$ cat src/hw/mfr_pkg.sv
// How it works
// Without skipping, frame needs 32 ones first
// Skip enable resets zero, written only after override
// Skipping enabled: frame may start at delimiter
// Start delimiter is zero then one
// Opcode 10 reads, 01 writes, others ignored
// Respond only when PHY address matches
// Register address selects one of 32
// Read turnaround: release, then drive low
// Write turnaround: manager drives one then zero
// Matching read shifts out addressed register
// Matching write stores sixteen data bits; status register takes only the skip bit
// Unimplemented register reads as all ones
// Unimplemented register write changes nothing but the override bit
// Data goes most significant bit first
// Idle link: data line not driven
// Back-to-back frames need no idle bit
// Override clears on the next write
// Sample on rising edge, change after it
// Address mismatch: stay off whole frame
package mfr_pkg;
	localparam int PRE_LEN = 32;
	localparam logic [5:0] PRE_MAX = 6'h20;
	localparam logic [1:0] OP_READ = 2'h2;
	localparam logic [1:0] OP_WRITE = 2'h1;
	localparam logic [4:0] REG_CTRL = 5'h00;
	localparam logic [4:0] REG_STAT = 5'h01;
	localparam logic [4:0] REG_EXT = 5'h10;
	localparam int SKIP_BIT = 6;
	localparam int OVR_BIT = 15;
	localparam int PHYAD_LSB = 6;
	localparam logic [15:0] CTRL_RST = 16'h0000;
	localparam logic [15:0] STAT_RST = 16'h0000;
	localparam logic [15:0] EXT_RST = 16'h0000;
	localparam logic [15:0] NO_REG = 16'hFFFF;
	localparam logic [4:0] HDR_BITS = 5'h0E;
	localparam logic [4:0] DATA_BITS = 5'h10;
	localparam logic [4:0] HDR_END = 5'h0C;
	localparam logic [4:0] DATA_END = 5'h0F;
	localparam logic [4:0] SKIP_END = 5'h11;
	typedef enum logic [2:0]
	{
		ST_HUNT = 3'h0,
		ST_HDR = 3'h1,
		ST_TA = 3'h3,
		ST_DATA = 3'h2,
		ST_SKIP = 3'h6
	} mfr_state_e;
endpackage

$ cat src/hw/mfr_sync.sv
`timescale 1ns/1ns
// Two-flop synchroniser for one pin level
module mfr_sync
	import mfr_pkg::*;
(
	input wire logic clk_i,
	input wire logic rst_i,
	input wire logic d_i,
	output logic q_o
);
	logic meta_r;
	// First stage feeds only the second stage
	// Resets to the idle-high pin level, so no false edge follows reset
	always_ff @(posedge clk_i)
	begin
		if (rst_i)
		begin
			meta_r <= 1'b1;
			q_o <= 1'b1;
		end
		else
		begin
			meta_r <= d_i;
			q_o <= meta_r;
		end
	end
endmodule

$ cat src/hw/mfr_top.sv
`timescale 1ns/1ns
// Management frame responder, sampling the link clock with the core clock
module mfr_top
	import mfr_pkg::*;
(
	input wire logic CORE_CLK_I,
	input wire logic SYS_RST_I,
	input wire logic MDC_I,
	input wire logic MDIO_I,
	output logic MDIO_O,
	output logic MDIO_OE_O,
	output logic PRE_SKIP_O,
	output logic [4:0] PHYAD_O
);
	logic mdc_s, mdio_s, mdc_d_r;
	mfr_state_e st_r, st_nxt;
	logic [5:0] ones_r;
	logic [4:0] cnt_r;
	logic [13:0] hdr_r;
	logic [15:0] sh_r;
	logic ta1_r;
	logic [15:0] ctrl_r, stat_r, ext_r;
	logic [15:0] rd_val;

	////////////////////////////////////////////////////////////////
	// Pin synchronisers
	mfr_sync u_sync_mdc
	(
		.clk_i(CORE_CLK_I),
		.rst_i(SYS_RST_I),
		.d_i(MDC_I),
		.q_o(mdc_s)
	);
	mfr_sync u_sync_mdio
	(
		.clk_i(CORE_CLK_I),
		.rst_i(SYS_RST_I),
		.d_i(MDIO_I),
		.q_o(mdio_s)
	);

	////////////////////////////////////////////////////////////////
	// Edge finding and frame field decode
	wire rise = mdc_s & ~mdc_d_r;
	wire fall = ~mdc_s & mdc_d_r;
	wire skip_en = stat_r[SKIP_BIT];
	wire pre_ok = (ones_r == PRE_MAX) || skip_en; // see
	wire start_seen = rise && !mdio_s && pre_ok;
	wire [13:0] hdr_full = {hdr_r[12:0], mdio_s};
	// Thirteen header bits land in [12:0]; bit 13 takes the read flag on the first turnaround rise
	wire [1:0] op_in = hdr_full[11:10];
	wire [1:0] op = hdr_r[11:10];
	wire [4:0] rad = hdr_r[4:0];
	wire rd_flag = hdr_r[13];
	wire op_rd = (op == OP_READ);
	wire op_ok = (op_in == OP_READ) || (op_in == OP_WRITE);
	wire ad_ok = (hdr_full[9:5] == ext_r[PHYAD_LSB +: 5]);
	wire hit = hdr_full[12] && ad_ok && op_ok; // see
	wire reg_ok = (rad == REG_CTRL) || (rad == REG_STAT)
		|| (rad == REG_EXT);
	wire wr_done = (st_r == ST_DATA) && rise && (cnt_r == DATA_END)
		&& !rd_flag;
	wire [15:0] wr_data = {sh_r[14:0], mdio_s};
	wire ovr = ext_r[OVR_BIT];

	// Read source selection; holes read as ones
	assign rd_val = (rad == REG_CTRL) ? ctrl_r :
		(rad == REG_STAT) ? stat_r :
		(rad == REG_EXT) ? ext_r : NO_REG; // see

	////////////////////////////////////////////////////////////////
	// State sequencing
	always_comb
	begin
		st_nxt = st_r;
		unique case (st_r)
			ST_HUNT:
				if (start_seen)
					st_nxt = ST_HDR;
			ST_HDR:
				if (rise && cnt_r == HDR_END)
					st_nxt = hit ? ST_TA : ST_SKIP;
			ST_TA:
				if (rise && ta1_r)
					st_nxt = ST_DATA;
			ST_DATA:
				if (rise && cnt_r == DATA_END)
					st_nxt = ST_HUNT;
			ST_SKIP:
				if (rise && cnt_r == SKIP_END)
					st_nxt = ST_HUNT;
			default:
				st_nxt = ST_HUNT;
		endcase
	end

	// Header is shifted in; bit 13 of hdr_r marks a read once framed
	always_ff @(posedge CORE_CLK_I)
	begin
		if (SYS_RST_I)
		begin
			st_r <= ST_HUNT;
			mdc_d_r <= 1'b1;
			ones_r <= 6'h00;
			cnt_r <= 5'h00;
			hdr_r <= 14'h0000;
			sh_r <= 16'h0000;
			ta1_r <= 1'b0;
		end
		else
		begin
			mdc_d_r <= mdc_s;
			st_r <= st_nxt;
			if (rise && st_r == ST_HUNT)
			begin
				ones_r <= mdio_s ? (ones_r == PRE_MAX ? ones_r
					: ones_r + 6'h01) : 6'h00;
				hdr_r <= 14'h2000;
				cnt_r <= 5'h00;
			end
			else if (rise && st_r == ST_HDR)
			begin
				hdr_r <= hdr_full;
				cnt_r <= cnt_r + 5'h01;
				if (cnt_r == HDR_END)
				begin
					ta1_r <= 1'b0;
					cnt_r <= 5'h00;
					ones_r <= 6'h00;
				end
			end
			else if (rise && st_r == ST_TA)
			begin
				ta1_r <= 1'b1;
				hdr_r[13] <= op_rd;
				if (ta1_r)
					sh_r <= rd_val;
			end
			else if (rise && st_r == ST_DATA)
			begin
				cnt_r <= cnt_r + 5'h01;
				sh_r <= wr_data;
			end
			else if (rise && st_r == ST_SKIP)
				cnt_r <= cnt_r + 5'h01;
		end
	end

	////////////////////////////////////////////////////////////////
	// Register store with gated skip enable
	always_ff @(posedge CORE_CLK_I)
	begin
		if (SYS_RST_I)
		begin
			ctrl_r <= CTRL_RST;
			stat_r <= STAT_RST;
			ext_r <= EXT_RST;
		end
		else if (wr_done && reg_ok)
		begin
			if (rad == REG_CTRL)
				ctrl_r <= wr_data;
			if (rad == REG_STAT && ovr)
				stat_r[SKIP_BIT] <= wr_data[SKIP_BIT];
			if (rad == REG_EXT)
				ext_r <= wr_data;
			else
				ext_r[OVR_BIT] <= 1'b0;
			if (rad == REG_EXT && ovr)
				ext_r[OVR_BIT] <= 1'b0;
		end
		else if (wr_done && ovr)
			ext_r[OVR_BIT] <= 1'b0;
	end

	// Pin drive changes on the falling edge, well after sampling, and ends on the last data rise
	always_ff @(posedge CORE_CLK_I)
	begin
		if (SYS_RST_I)
		begin
			MDIO_O <= 1'b0;
			MDIO_OE_O <= 1'b0;
			PRE_SKIP_O <= 1'b0;
			PHYAD_O <= 5'h00;
		end
		else
		begin
			PRE_SKIP_O <= skip_en;
			PHYAD_O <= ext_r[PHYAD_LSB +: 5];
			if (fall)
			begin
				if (st_r == ST_TA && ta1_r && rd_flag)
				begin
					MDIO_OE_O <= 1'b1;
					MDIO_O <= 1'b0;
				end
				else if (st_r == ST_DATA && rd_flag)
				begin
					MDIO_OE_O <= 1'b1;
					MDIO_O <= sh_r[15]; // see
				end
				else
					MDIO_OE_O <= 1'b0; // see
			end
			// Release after the last data rise: the link clock may stop
			else if (rise && st_r == ST_DATA && cnt_r == DATA_END)
				MDIO_OE_O <= 1'b0;
		end
	end

	////////////////////////////////////////////////////////////////
	// Checks
	AST_IDLE_OFF: assert property (@(posedge CORE_CLK_I)
		disable iff (SYS_RST_I) (st_r == ST_HUNT && $past(st_r)
		== ST_HUNT && fall) |=> !MDIO_OE_O)
		else $error("line driven while idle");
	AST_SKIP_OFF: assert property (@(posedge CORE_CLK_I)
		disable iff (SYS_RST_I) (st_r == ST_SKIP && fall) |=> !MDIO_OE_O)
		else $error("line driven on foreign frame");
	AST_SKIP_RST: assert property (@(posedge CORE_CLK_I)
		disable iff (SYS_RST_I) (wr_done && !ovr) |=> $stable(skip_en))
		else $error("skip enable changed without override");
	AST_OVR_CLR: assert property (@(posedge CORE_CLK_I)
		disable iff (SYS_RST_I) (wr_done && ovr) |=> !ext_r[OVR_BIT])
		else $error("override not cleared");
	AST_TA_LOW: assert property (@(posedge CORE_CLK_I)
		disable iff (SYS_RST_I) (st_r == ST_TA && ta1_r && rd_flag
		&& fall) |=> MDIO_OE_O && !MDIO_O)
		else $error("turnaround not driven low");
	AST_NOWR_HOLE: assert property (@(posedge CORE_CLK_I)
		disable iff (SYS_RST_I) (wr_done && !reg_ok) |=>
		$stable(ctrl_r) && $stable(stat_r))
		else $error("hole write changed a register");
	AST_HDR_BAD: assert property (@(posedge CORE_CLK_I)
		disable iff (SYS_RST_I) (st_r == ST_HDR && rise
		&& cnt_r == HDR_END && op_in == 2'h3) |=> st_r == ST_SKIP)
		else $error("bad opcode accepted");
	AST_NO_PRE: assert property (@(posedge CORE_CLK_I)
		disable iff (SYS_RST_I) (st_r == ST_HUNT && !skip_en
		&& ones_r < PRE_MAX) |=> st_r == ST_HUNT)
		else $error("frame without preamble");
	AST_END_OFF: assert property (@(posedge CORE_CLK_I)
		disable iff (SYS_RST_I) (st_r == ST_DATA && rise
		&& cnt_r == DATA_END) |=> !MDIO_OE_O)
		else $error("line still driven after data");
	COV_READ: cover property (@(posedge CORE_CLK_I)
		st_r == ST_DATA && rd_flag);
	COV_WRITE: cover property (@(posedge CORE_CLK_I) wr_done);
	COV_SKIP: cover property (@(posedge CORE_CLK_I) st_r == ST_SKIP);
endmodule

$ cat config.mk
export PLATFORM = sky130hd
export DESIGN_NAME = mfr_top
export DESIGN_NICKNAME = d
export VERILOG_FILES = /design/src/hw/mfr_pkg.sv /design/src/hw/mfr_sync.sv /design/src/hw/mfr_top.sv
export SDC_FILE = /design/constraint.sdc
export NUM_CORES = 1
export LEC_CHECK = 0
export BUFFER_PORTS_ARGS = -buffer_cell sky130_fd_sc_hd__clkbuf_2
export CORE_UTILIZATION = 58
export DETAILED_ROUTE_END_ITERATION = 6
export PLACE_DENSITY = 0.76
export SETUP_SLACK_MARGIN = 0.02
export SYNTH_ARGS = -nofsm -noshare
export SYNTH_HDL_FRONTEND = slang
export SYNTH_SLANG_ARGS = --single-unit
$ cat constraint.sdc
create_clock -name CORE_CLK_I -period 5.6 [get_ports CORE_CLK_I]
set_clock_uncertainty 0.15 [all_clocks]
set_input_delay 0.56 -clock CORE_CLK_I [delete_from_list [all_inputs] [get_ports CORE_CLK_I]]
set_output_delay 0.56 -clock CORE_CLK_I [all_outputs]
set_load 0.005 [all_outputs]
==> run summary, run 1 <==
Clock tree synthesis selected as its root buffer the cell sky130_fd_sc_hd__clkbuf_8. The via count came out at 3850. Each instance of the synthesized netlist takes up on average 8.374 um^2.

The number of global-route vias before repair came out at 3341. Cells with a size suffix above 1 make up 9.467% of the layout. The initial cell density of the core is 60.15%. The final period utilization is 57.04%. The die span in y came out at 88.73 um. The worst setup path is captured at a flop.

Of all nets on the critical path, the largest fanout is 19. Setup violations remaining at the end of the flow were counted as 0. The power density over cell area came out at 252.9 nW/um^2. The floorplan step defined a core boundary enclosing 7253 um^2. The largest net degree at the start of global routing came out at 71.

The wire length of the first global-routing pass is 16600 um. Among cell families on the critical path, the largest total delay comes from simple AND/OR/NAND/NOR gates. In the synthesized netlist the dominant register cell turns out to be sky130_fd_sc_hd__dfxtp_1. From synthesis to final layout, the design area changed by 6.108%. The worst hold-check slack is 0.2285 ns. Yosys printed 0 warnings. By area the synthesized netlist is led by sky130_fd_sc_hd__dfxtp_1 (42%), sky130_fd_sc_hd__a21oi_1 (8.7%), sky130_fd_sc_hd__o21ai_0 (4.8%). The congestion estimate from routability-driven global placement came to 0.8559. The worst setup path is launched from a flop. In this run the core area contains 31 standard-cell rows. The proportion of netlist area held by the largest area contributor is 41.76%. The count of hold-fix buffers inserted at cts is 0. The post-synthesis sequential element count is 91. After detailed routing, the average wire length per cell comes to 17.02 um.

The chip width is 88.73 um. The clock latency at the later pin of the worst-skew pair came out at 0.36 ns. For this run, design rule violations remaining after detail routing come to 0. The static leakage is 1.632 nW. Counting instances in the post-synthesis netlist gives the leading cell types as sky130_fd_sc_hd__dfxtp_1 (91), sky130_fd_sc_hd__a21oi_1 (76), sky130_fd_sc_hd__nand2_1 (49). The worst hold path belongs to the class in2reg. The critical path goes through nor3b_2 -> nand3_1 -> o31ai_1 -> a21oi_1. The cell area after synthesis is 4363 um^2.

The diode insertion count for antenna repair is 0. The vias per cell is 6.353. The maximum resistive drop on vdd came out at 124.0 uV. The area of all placed cells without fillers is 4629 um^2.

The first-pass iteration count of the detailed router is 5. The combined global-route utilization of all metal layers is 27.47%. The iteration-0 DRC count of the detailed router is 477. For this design, the slowest cell found on the critical path is sky130_fd_sc_hd__nor3b_2.

The final sum of negative setup slack is 0 ns. Setup repair after global routing left no endpoint under its margin. The type of the setup path with the least slack is reg2reg. The biggest area contributor in the post-synthesis netlist is sky130_fd_sc_hd__dfxtp_1. The critical path data required time is 5.67 ns. The flow ran to the end, and the final reports show no timing, DRC or antenna violations.

Post-CTS repair changed the size of 0 cells. The placed instances occupy a cell area of 4399 um^2. STA puts the critical path data arrival time at 3.27 ns.

Yosys instantiated no cell more often than sky130_fd_sc_hd__dfxtp_1. The max-capacitance violation count came out at 0. Of all flip-flops after synthesis, the portion carrying an async set or reset was 0%. The number of nets in the synthesized netlist came out at 531. The number of clock sinks came out at 91. The number of flops mapped to enable cells by yosys is 0. TritonCTS built the clock tree.

The worst slew margin relative to its limit is 13.58%. The final wirelength came out at 10320 um. The number of port buffers is 11.

The initial antenna violation count came out at 0. The measured slew at the worst slew-check pin came out at 1.292 ns. The floorplan die area is 7873 um^2. The sequential cell area fraction in the yosys report came out at 41.76%. The count of cell types in the netlist came out at 57. The detailed-placement wirelength estimate is 6232 um. The net count of the finished layout is 512. The minimum period implied by the final worst setup slack came out at 3.194 ns.

Based on the critical path, the design can be clocked at up to 313.1 MHz. Global routing finished with a remaining overflow of 0. The number of buffers on the longest clock path came out at 2. The count of buffering cells on the critical path with inverters included is 0. The residual antenna-violating net count after detailed routing came out at 0. Counting the buffers created by CTS gives 9.

After filler insertion, the fill cell instance count of the layout stands at 639. The boundary pin count is 12. The clock-pin slew reported for the worst setup and hold paths after clock tree synthesis came out at 0.09 ns. The number of buffers inserted by post-CTS setup repair came out at 0. The biggest cell delay along the critical path came out at 0.96 ns. The H-tree depth reported by CTS is 3. The number of hold-slack violations in the final timing report came out at 0. The number of pins exceeding their max-slew limit in the final report is 0. Synthesis produced 521 cells.
## cells in the final DEF (no fill, tap or decap), types with 2 or more instances in the layout
master / count
sky130_fd_sc_hd__dfxtp_1: 91
sky130_fd_sc_hd__mux2i_1: 2
sky130_fd_sc_hd__and4_1: 2
sky130_fd_sc_hd__clkbuf_2: 11
sky130_fd_sc_hd__nor3_1: 4
sky130_fd_sc_hd__bufinv_16: 2
sky130_fd_sc_hd__a2bb2oi_1: 15
sky130_fd_sc_hd__a21oi_1: 76
sky130_fd_sc_hd__o31ai_1: 17
sky130_fd_sc_hd__clkbuf_8: 10
sky130_fd_sc_hd__ha_1: 6
sky130_fd_sc_hd__buf_4: 6
sky130_fd_sc_hd__xor2_1: 3
sky130_fd_sc_hd__xnor2_1: 6
sky130_fd_sc_hd__nand3b_1: 2
sky130_fd_sc_hd__nor2_1: 11
sky130_fd_sc_hd__nor3b_1: 2
sky130_fd_sc_hd__nand3_1: 22
sky130_fd_sc_hd__nand2b_1: 21
sky130_fd_sc_hd__nor4bb_1: 2
sky130_fd_sc_hd__a31oi_1: 2
sky130_fd_sc_hd__nand4b_1: 3
sky130_fd_sc_hd__o2111a_1: 16
sky130_fd_sc_hd__o21ai_0: 42
sky130_fd_sc_hd__nor2b_1: 9
sky130_fd_sc_hd__inv_1: 8
sky130_fd_sc_hd__nand2_1: 49
sky130_fd_sc_hd__nor4_1: 2
sky130_fd_sc_hd__nand4_1: 19
sky130_fd_sc_hd__clkinv_2: 2
sky130_fd_sc_hd__or2_2: 6
sky130_fd_sc_hd__or3_1: 9
## where the power goes
group,internal [mW],switching (mW),leakage [nW],total [mW]
clock,0.264,0.235,0.117,0.499
combinational,0.00534,0.0146,0.782,0.0199
sequential,0.648,0.00306,0.734,0.651
total,0.918,0.252,1.63,1.17
## cell families (layout without fill, tap and decap cells)
| logic type | Yosys count | count (layout) | synth area share, % |
|---|---|---|---|
| AND/OR/NAND/NOR | 175 | 175 | 22.66 |
| buffers and inverters | 57 | 43 | 5.191 |
| XOR/XNOR | 9 | 9 | 1.807 |
| AO/OA/AOI/OAI | 181 | 181 | 26.41 |
| multiplexers | 2 | 2 | 0.4589 |
| flip-flops | 91 | 91 | 41.76 |
| adder cells (fa/ha/maj) | 6 | 6 | 1.721 |
## state kept, by name, summed over array words and instances, names as in the netlist, 3 cells and up
signal   count
ctrl_r      16
ext_r       16
sh_r        16
hdr_r       14
ones_r       6
PHYAD_O      5
cnt_r        5
st_r         3
## worst register-to-register path, cell delays in order (launching register included)
cell and delay [ns]:
sky130_fd_sc_hd__dfxtp_1 0.53, sky130_fd_sc_hd__nor3b_2 0.96, sky130_fd_sc_hd__nand3_1 0.80, sky130_fd_sc_hd__o31ai_1 0.51, sky130_fd_sc_hd__a21oi_1 0.11
## per-stage QoR
step | total power [mW] | worst slack, ns | utilization [%] | std cells
2_1_floorplan | 0.6815 | 3.194 | - | 521
3_3_place_gp | 0.6859 | 2.610 | 60.65 | 589
3_5_place_dp | 0.6861 | 2.484 | 60.65 | 589
4_1_cts | 1.182 | 2.443 | 63.76 | 605
5_1_grt | 1.209 | 2.166 | 63.83 | 606
6_report | 1.171 | 2.406 | 63.83 | 606
## path summary, 6_finish.rpt
| path | start | endpoint | slack (ns) | cells after the start |
|---|---|---|---|---|
| min reg2reg | u_sync_mdio.meta_r$_SDFF_PP1_ | u_sync_mdio.q_o$_SDFF_PP1_ | 0.27 | 1 |
| max reg2reg | u_sync_mdc.q_o$_SDFF_PP1_ | sh_r[9]$_SDFFE_PP0P_ | 2.41 | 4 |
| max | u_sync_mdc.q_o$_SDFF_PP1_ | sh_r[9]$_SDFFE_PP0P_ | 2.41 | 4 |
| min | MDC_I | u_sync_mdc.meta_r$_SDFF_PP1_ | 0.23 | 2 |
## metal layers
layer,global-route usage (%),wire length (um),vias up
met5,0,0,-
met4,6.745,148,0
met3,6.903,635,15
met2,41.61,4631,130
met1,39.20,4902,1833
li1,-,-,1872
## final cells by class
class	count	area, um^2	area share [%]
Sequential cell	91	1822	39.35
Inverter	9	33.78	0.7297
Tap cell	99	123.9	2.676
Multi-Input combinational cell	373	2320	50.11
Clock buffer	10	137.6	2.973
Timing Repair Buffer	18	105.1	2.270
Clock inverter	6	87.58	1.892
Power figures use the tool's default switching activity.
==> run 2, diff against run 1 <==
- ABC_AREA: default -> 1
- CORE_UTILIZATION: 58 -> 55
- clock period: 5.6 -> 2.62 ns (I/O delays scaled with it)
==> run summary, run 2 <==
Run status: finished, final reports clean (unchanged). The instance area at placement came to 4180 um^2 (was 4399 um^2). The clock-pin slew reported for the worst setup and hold paths after clock tree synthesis is 0.09 ns (about the same). The cell with the largest stage delay on the worst path was sky130_fd_sc_hd__nand2_1 (was sky130_fd_sc_hd__nor3b_2). The library cell occupying the most area in the post-synthesis netlist is sky130_fd_sc_hd__dfxtp_1 (unchanged). The sequential cell area fraction in the yosys report was 44.72% (was 41.76%). The critical path endpoint is ext_r[2]$_SDFFE_PP0P_ (was sh_r[9]$_SDFFE_PP0P_). The net count of the finished layout was 580 (was 512). The path type of the worst min-delay path is in2reg (unchanged). The worst slew margin relative to its limit is 61.95% (was 13.58%). The switching power share of the total is 26.95% (was 21.56%). The final period utilization came out at 77.43% (was 57.04%).

The number of hold-slack violations in the final timing report is 0 (unchanged). The part of the power in combinational logic came to 12.2% (was 1.7%). The fill cell total of the finished layout is 654 (was 639). The max-capacitance violation count is 0 (unchanged). The slack of the worst reg-to-reg path came to 0.59 ns (was 2.41 ns). The share of synthesized area spent on multiplexers is 0% (was 0.4588%).

The register area is 1822 um^2 (unchanged). The post-synthesis sequential element count came out at 91 (unchanged). The total setup violations reported at the end of the flow is 0 (unchanged). The initial cell density of the core is 56.47% (was 60.15%). The power density over cell area is 658.6 nW/um^2 (was 252.9 nW/um^2). Leading registers by flop count: ctrl_r: 16 flops, ext_r: 16 flops, sh_r: 16 flops (unchanged).

The dominant register cell in the synthesized netlist is sky130_fd_sc_hd__dfxtp_1 (unchanged). The wire length of the first global-routing pass came out at 13900 um (was 16600 um). The clock power share came out at 37.4% (was 42.6%).

The H-tree depth reported by CTS is 3 (unchanged). Worst path cell trace: nor2_2 -> nand2_1 -> nor2_1 -> nand3_1 -> buf_4 -> o21ai_0 -> a21oi_1 (was nor3b_2 -> nand3_1 -> o31ai_1 -> a21oi_1). The count of cell types in the netlist is 33 (was 57). The internal portion of total power came out at 2.133 mW (was 0.9182 mW).

The portion of total power attributed to sequential cells came out at 50.4% (was 55.7%). The most repeated cell in the gate-level netlist after synthesis is sky130_fd_sc_hd__nand2_1 (was sky130_fd_sc_hd__dfxtp_1). The clock latency at the later pin of the worst-skew pair came out at 0.36 ns (about the same).

The synthesized area per cell was 7.198 um^2 (was 8.374 um^2). The arrival time at the worst endpoint was 2.12 ns (was 3.27 ns). The switching power of the nets came to 0.7869 mW (was 0.2524 mW). The proportion of synthesized flip-flops having asynchronous set or reset came out at 0% (unchanged). The final sum of negative setup slack is 0 ns (unchanged).

The minimum period implied by the final worst setup slack is 2.029 ns (was 3.194 ns). The remaining routing DRC violations is 0 (unchanged). The final weighted congestion in routability-driven placement is 0.8852 (was 0.8559). The number of clock buffers inserted by TritonCTS was 9 (unchanged). The first-pass iteration count of the detailed router is 5 (unchanged).

The cell area after synthesis is 4074 um^2 (was 4363 um^2). The count of cells resized by post-cts repair is 0 (unchanged). The number of global-route vias before repair is 3181 (was 3341).

The highest fanout seen on the critical path came out at 30 (was 19). The detailed-route wire length per cell came out at 12.54 um (was 17.02 um). The root buffer selected by CTS is sky130_fd_sc_hd__clkbuf_8 (unchanged).

The placement row count is 31 (unchanged). The static leakage came out at 1.641 nW (was 1.632 nW). The post-synthesis to final-layout area growth came out at 8.845% (was 6.108%). The xor and xnor fraction of the mapped netlist area was 0.2150% (was 1.807%). The leading cell type in the layout, fill and taps excluded is sky130_fd_sc_hd__nand2_1 (was sky130_fd_sc_hd__dfxtp_1).

The utilization after layout came out at 61.46% (was 63.83%). RSZ-0062 raised after global routing: no (unchanged). The critical path launch point type is a flop (unchanged). The launching instance or port of the critical path is hdr_r[2]$_SDFFE_PP0P_ (was u_sync_mdc.q_o$_SDFF_PP1_). The count of warnings emitted by yosys is 0 (unchanged). The floorplan die area came out at 7755 um^2 (was 7873 um^2). The diode insertion count for antenna repair is 0 (unchanged). The number of pins exceeding their max-slew limit in the final report came out at 0 (unchanged).

The via count is 3571 (was 3850). The final wirelength is 8452 um (was 10320 um). The share of cells above drive strength 1 came out at 10.26% (was 9.467%). The number of port buffers is 11 (unchanged). The detailed-placement wirelength estimate came to 5492 um (was 6232 um).

The residual antenna-violating net count after detailed routing is 0 (unchanged). The chip width came out at 88.07 um (was 88.73 um). The area of combinational cells with multiple inputs came out at 1842 um^2 (was 2320 um^2). The final instance count without filler cells is 674 (was 606).

The synthesized instance count came out at 566 (was 521). The number of flops mapped to enable cells by yosys is 0 (unchanged). The largest net degree at the start of global routing is 56 (was 71).

The core region area came out at 7214 um^2 (was 7253 um^2). The number of cells after detailed placement is 656 (was 589). The type of the setup path with the least slack was reg2reg (unchanged). The number of nets in the synthesized netlist came out at 576 (was 531). The end of the worst register-to-register path is ext_r[2]$_SDFFE_PP0P_ (was sh_r[9]$_SDFFE_PP0P_). The iteration-0 DRC count of the detailed router is 202 (was 477). The initial antenna violation count was 0 (unchanged). The synthesized-area fraction occupied by and/or/nand/nor cells was 21.87% (was 22.66%).

The measured slew at the worst slew-check pin is 0.5693 ns (was 1.292 ns). The depth of the worst register-to-register path is 7 (was 4). The number of buffers inserted by post-CTS setup repair was 0 (unchanged). The number of clock sinks came out at 91 (unchanged).

The combined global-route utilization of all metal layers is 23.22% (was 27.47%). The number of buffers on the longest clock path was 2 (unchanged). The maximum clock frequency came out at 492.9 MHz (was 313.1 MHz). The critical path data required time is 2.71 ns (was 5.67 ns). The proportion of netlist area held by the largest area contributor came to 44.72% (was 41.76%). The area of all placed cells without fillers came out at 4434 um^2 (was 4629 um^2). Commonest non-fill, non-tap cells in the layout: sky130_fd_sc_hd__nand2_1 (99), sky130_fd_sc_hd__dfxtp_1 (91), sky130_fd_sc_hd__o21ai_0 (83) (was sky130_fd_sc_hd__dfxtp_1 (91), sky130_fd_sc_hd__a21oi_1 (76), sky130_fd_sc_hd__nand2_1 (49)). The maximum resistive drop on vdd is 284.3 uV (was 124.0 uV).

The biggest cell delay along the critical path came out at 0.36 ns (was 0.96 ns). Cells taking the most area after synthesis: sky130_fd_sc_hd__dfxtp_1 (45%), sky130_fd_sc_hd__o21ai_0 (10%), sky130_fd_sc_hd__nand2_1 (9.1%) (was sky130_fd_sc_hd__dfxtp_1 (42%), sky130_fd_sc_hd__a21oi_1 (8.7%), sky130_fd_sc_hd__o21ai_0 (4.8%)). The worst flop-to-flop path startpoint is hdr_r[2]$_SDFFE_PP0P_ (was u_sync_mdc.q_o$_SDFF_PP1_). The kind of capture point of the worst setup path was a flop (unchanged). The boundary pin count is 12 (unchanged).

The vias per cell is 5.298 (was 6.353). The dominant combinational cell family by area after synthesis is simple AND/OR/NAND/NOR gates (was compound AO/OA/AOI/OAI gates). The compound-gate portion of the synthesized area came out at 21.28% (was 26.41%). The TritonCTS clock tree is built (unchanged). The count of hold-fix buffers inserted at cts is 2 (was 0).

List of most frequent post-synthesis cells: sky130_fd_sc_hd__nand2_1 (99), sky130_fd_sc_hd__dfxtp_1 (91), sky130_fd_sc_hd__o21ai_0 (83) (was sky130_fd_sc_hd__dfxtp_1 (91), sky130_fd_sc_hd__a21oi_1 (76), sky130_fd_sc_hd__nand2_1 (49)). The die span in y is 88.07 um (was 88.73 um). The sum of overflow across all layers after global routing came to 0 (unchanged). The adder and majority gate portion of the synthesized area is 1.843% (was 1.721%).
## run 2: worst min path at each step
stage	cells after the start	from	endpoint	slack, ns
floorplan	1	MDC_I	u_sync_mdc.meta_r$_SDFF_PP1_	0.22
detailed placement	1	u_sync_mdio.meta_r$_SDFF_PP1_	u_sync_mdio.q_o$_SDFF_PP1_	0.25
global route	2	SYS_RST_I	ones_r[1]$_SDFFE_PP0P_	0.22
CTS	2	SYS_RST_I	ones_r[2]$_SDFFE_PP0P_	0.19
finish	2	SYS_RST_I	ones_r[1]$_SDFFE_PP0P_	0.20
global placement	1	u_sync_mdc.meta_r$_SDFF_PP1_	u_sync_mdc.q_o$_SDFF_PP1_	0.24
## run 2: kinds of logic after synthesis
group / Yosys count
xor gates and xnor gates: 1
adders and majority gates: 6
DFF: 91
buffers and inverters: 103
and+or+nand+nor: 197
AOI/OAI and AO/OA: 168
## run 2: cell type report
cell class                      count  area share [%]
Clock buffer                       11           3.414
Multi-Input combinational cell    372           41.54
Inverter                           76           6.433
Timing Repair Buffer               20           2.878
Tap cell                           99           2.793
Sequential cell                    91           41.08
Clock inverter                      5           1.862
## run 2: power groups by stage
stage               combinational [mW]  sequential [mW]  clock [mW]
global route                     0.405             1.48        1.18
finish                           0.357             1.47        1.09
global placement                 0.348             1.50           0
detailed placement               0.351             1.50           0
CTS                              0.357             1.47        1.12
floorplan                        0.294             1.49           0
## run 2: worst max-delay path, delay by kind of cell, from the launching register on
family          cells  cell delay (ns)
compound gates      2             0.26
buf+inv             1             0.24
flops               1             0.34
simple gates        4             0.91
## run 2: metal layers
| metal | vias up | wire length, um | track usage [%] | part of all wire, % |
|---|---|---|---|---|
| met5 | - | 0 | 0 | 0 |
| met4 | 0 | 80 | 6.891 | 0.95 |
| met3 | 6 | 369 | 6.786 | 4.4 |
| met2 | 67 | 4022 | 39.82 | 48 |
| met1 | 1639 | 3979 | 28.26 | 47 |
| li1 | 1859 | - | - | - |
## run 2: metrics by stage
| step | hold slack [ns] | power, mW | setup WS [ns] |
|---|---|---|---|
| 2_1_floorplan | 0.2158 | 1.786 | 0.9228 |
| 3_3_place_gp | 0.2419 | 1.849 | 0.6740 |
| 3_5_place_dp | 0.2475 | 1.855 | 0.6489 |
| 4_1_cts | 0.1924 | 2.943 | 0.6280 |
| 5_1_grt | 0.2205 | 3.062 | 0.4500 |
| 6_report | 0.2003 | 2.920 | 0.5912 |
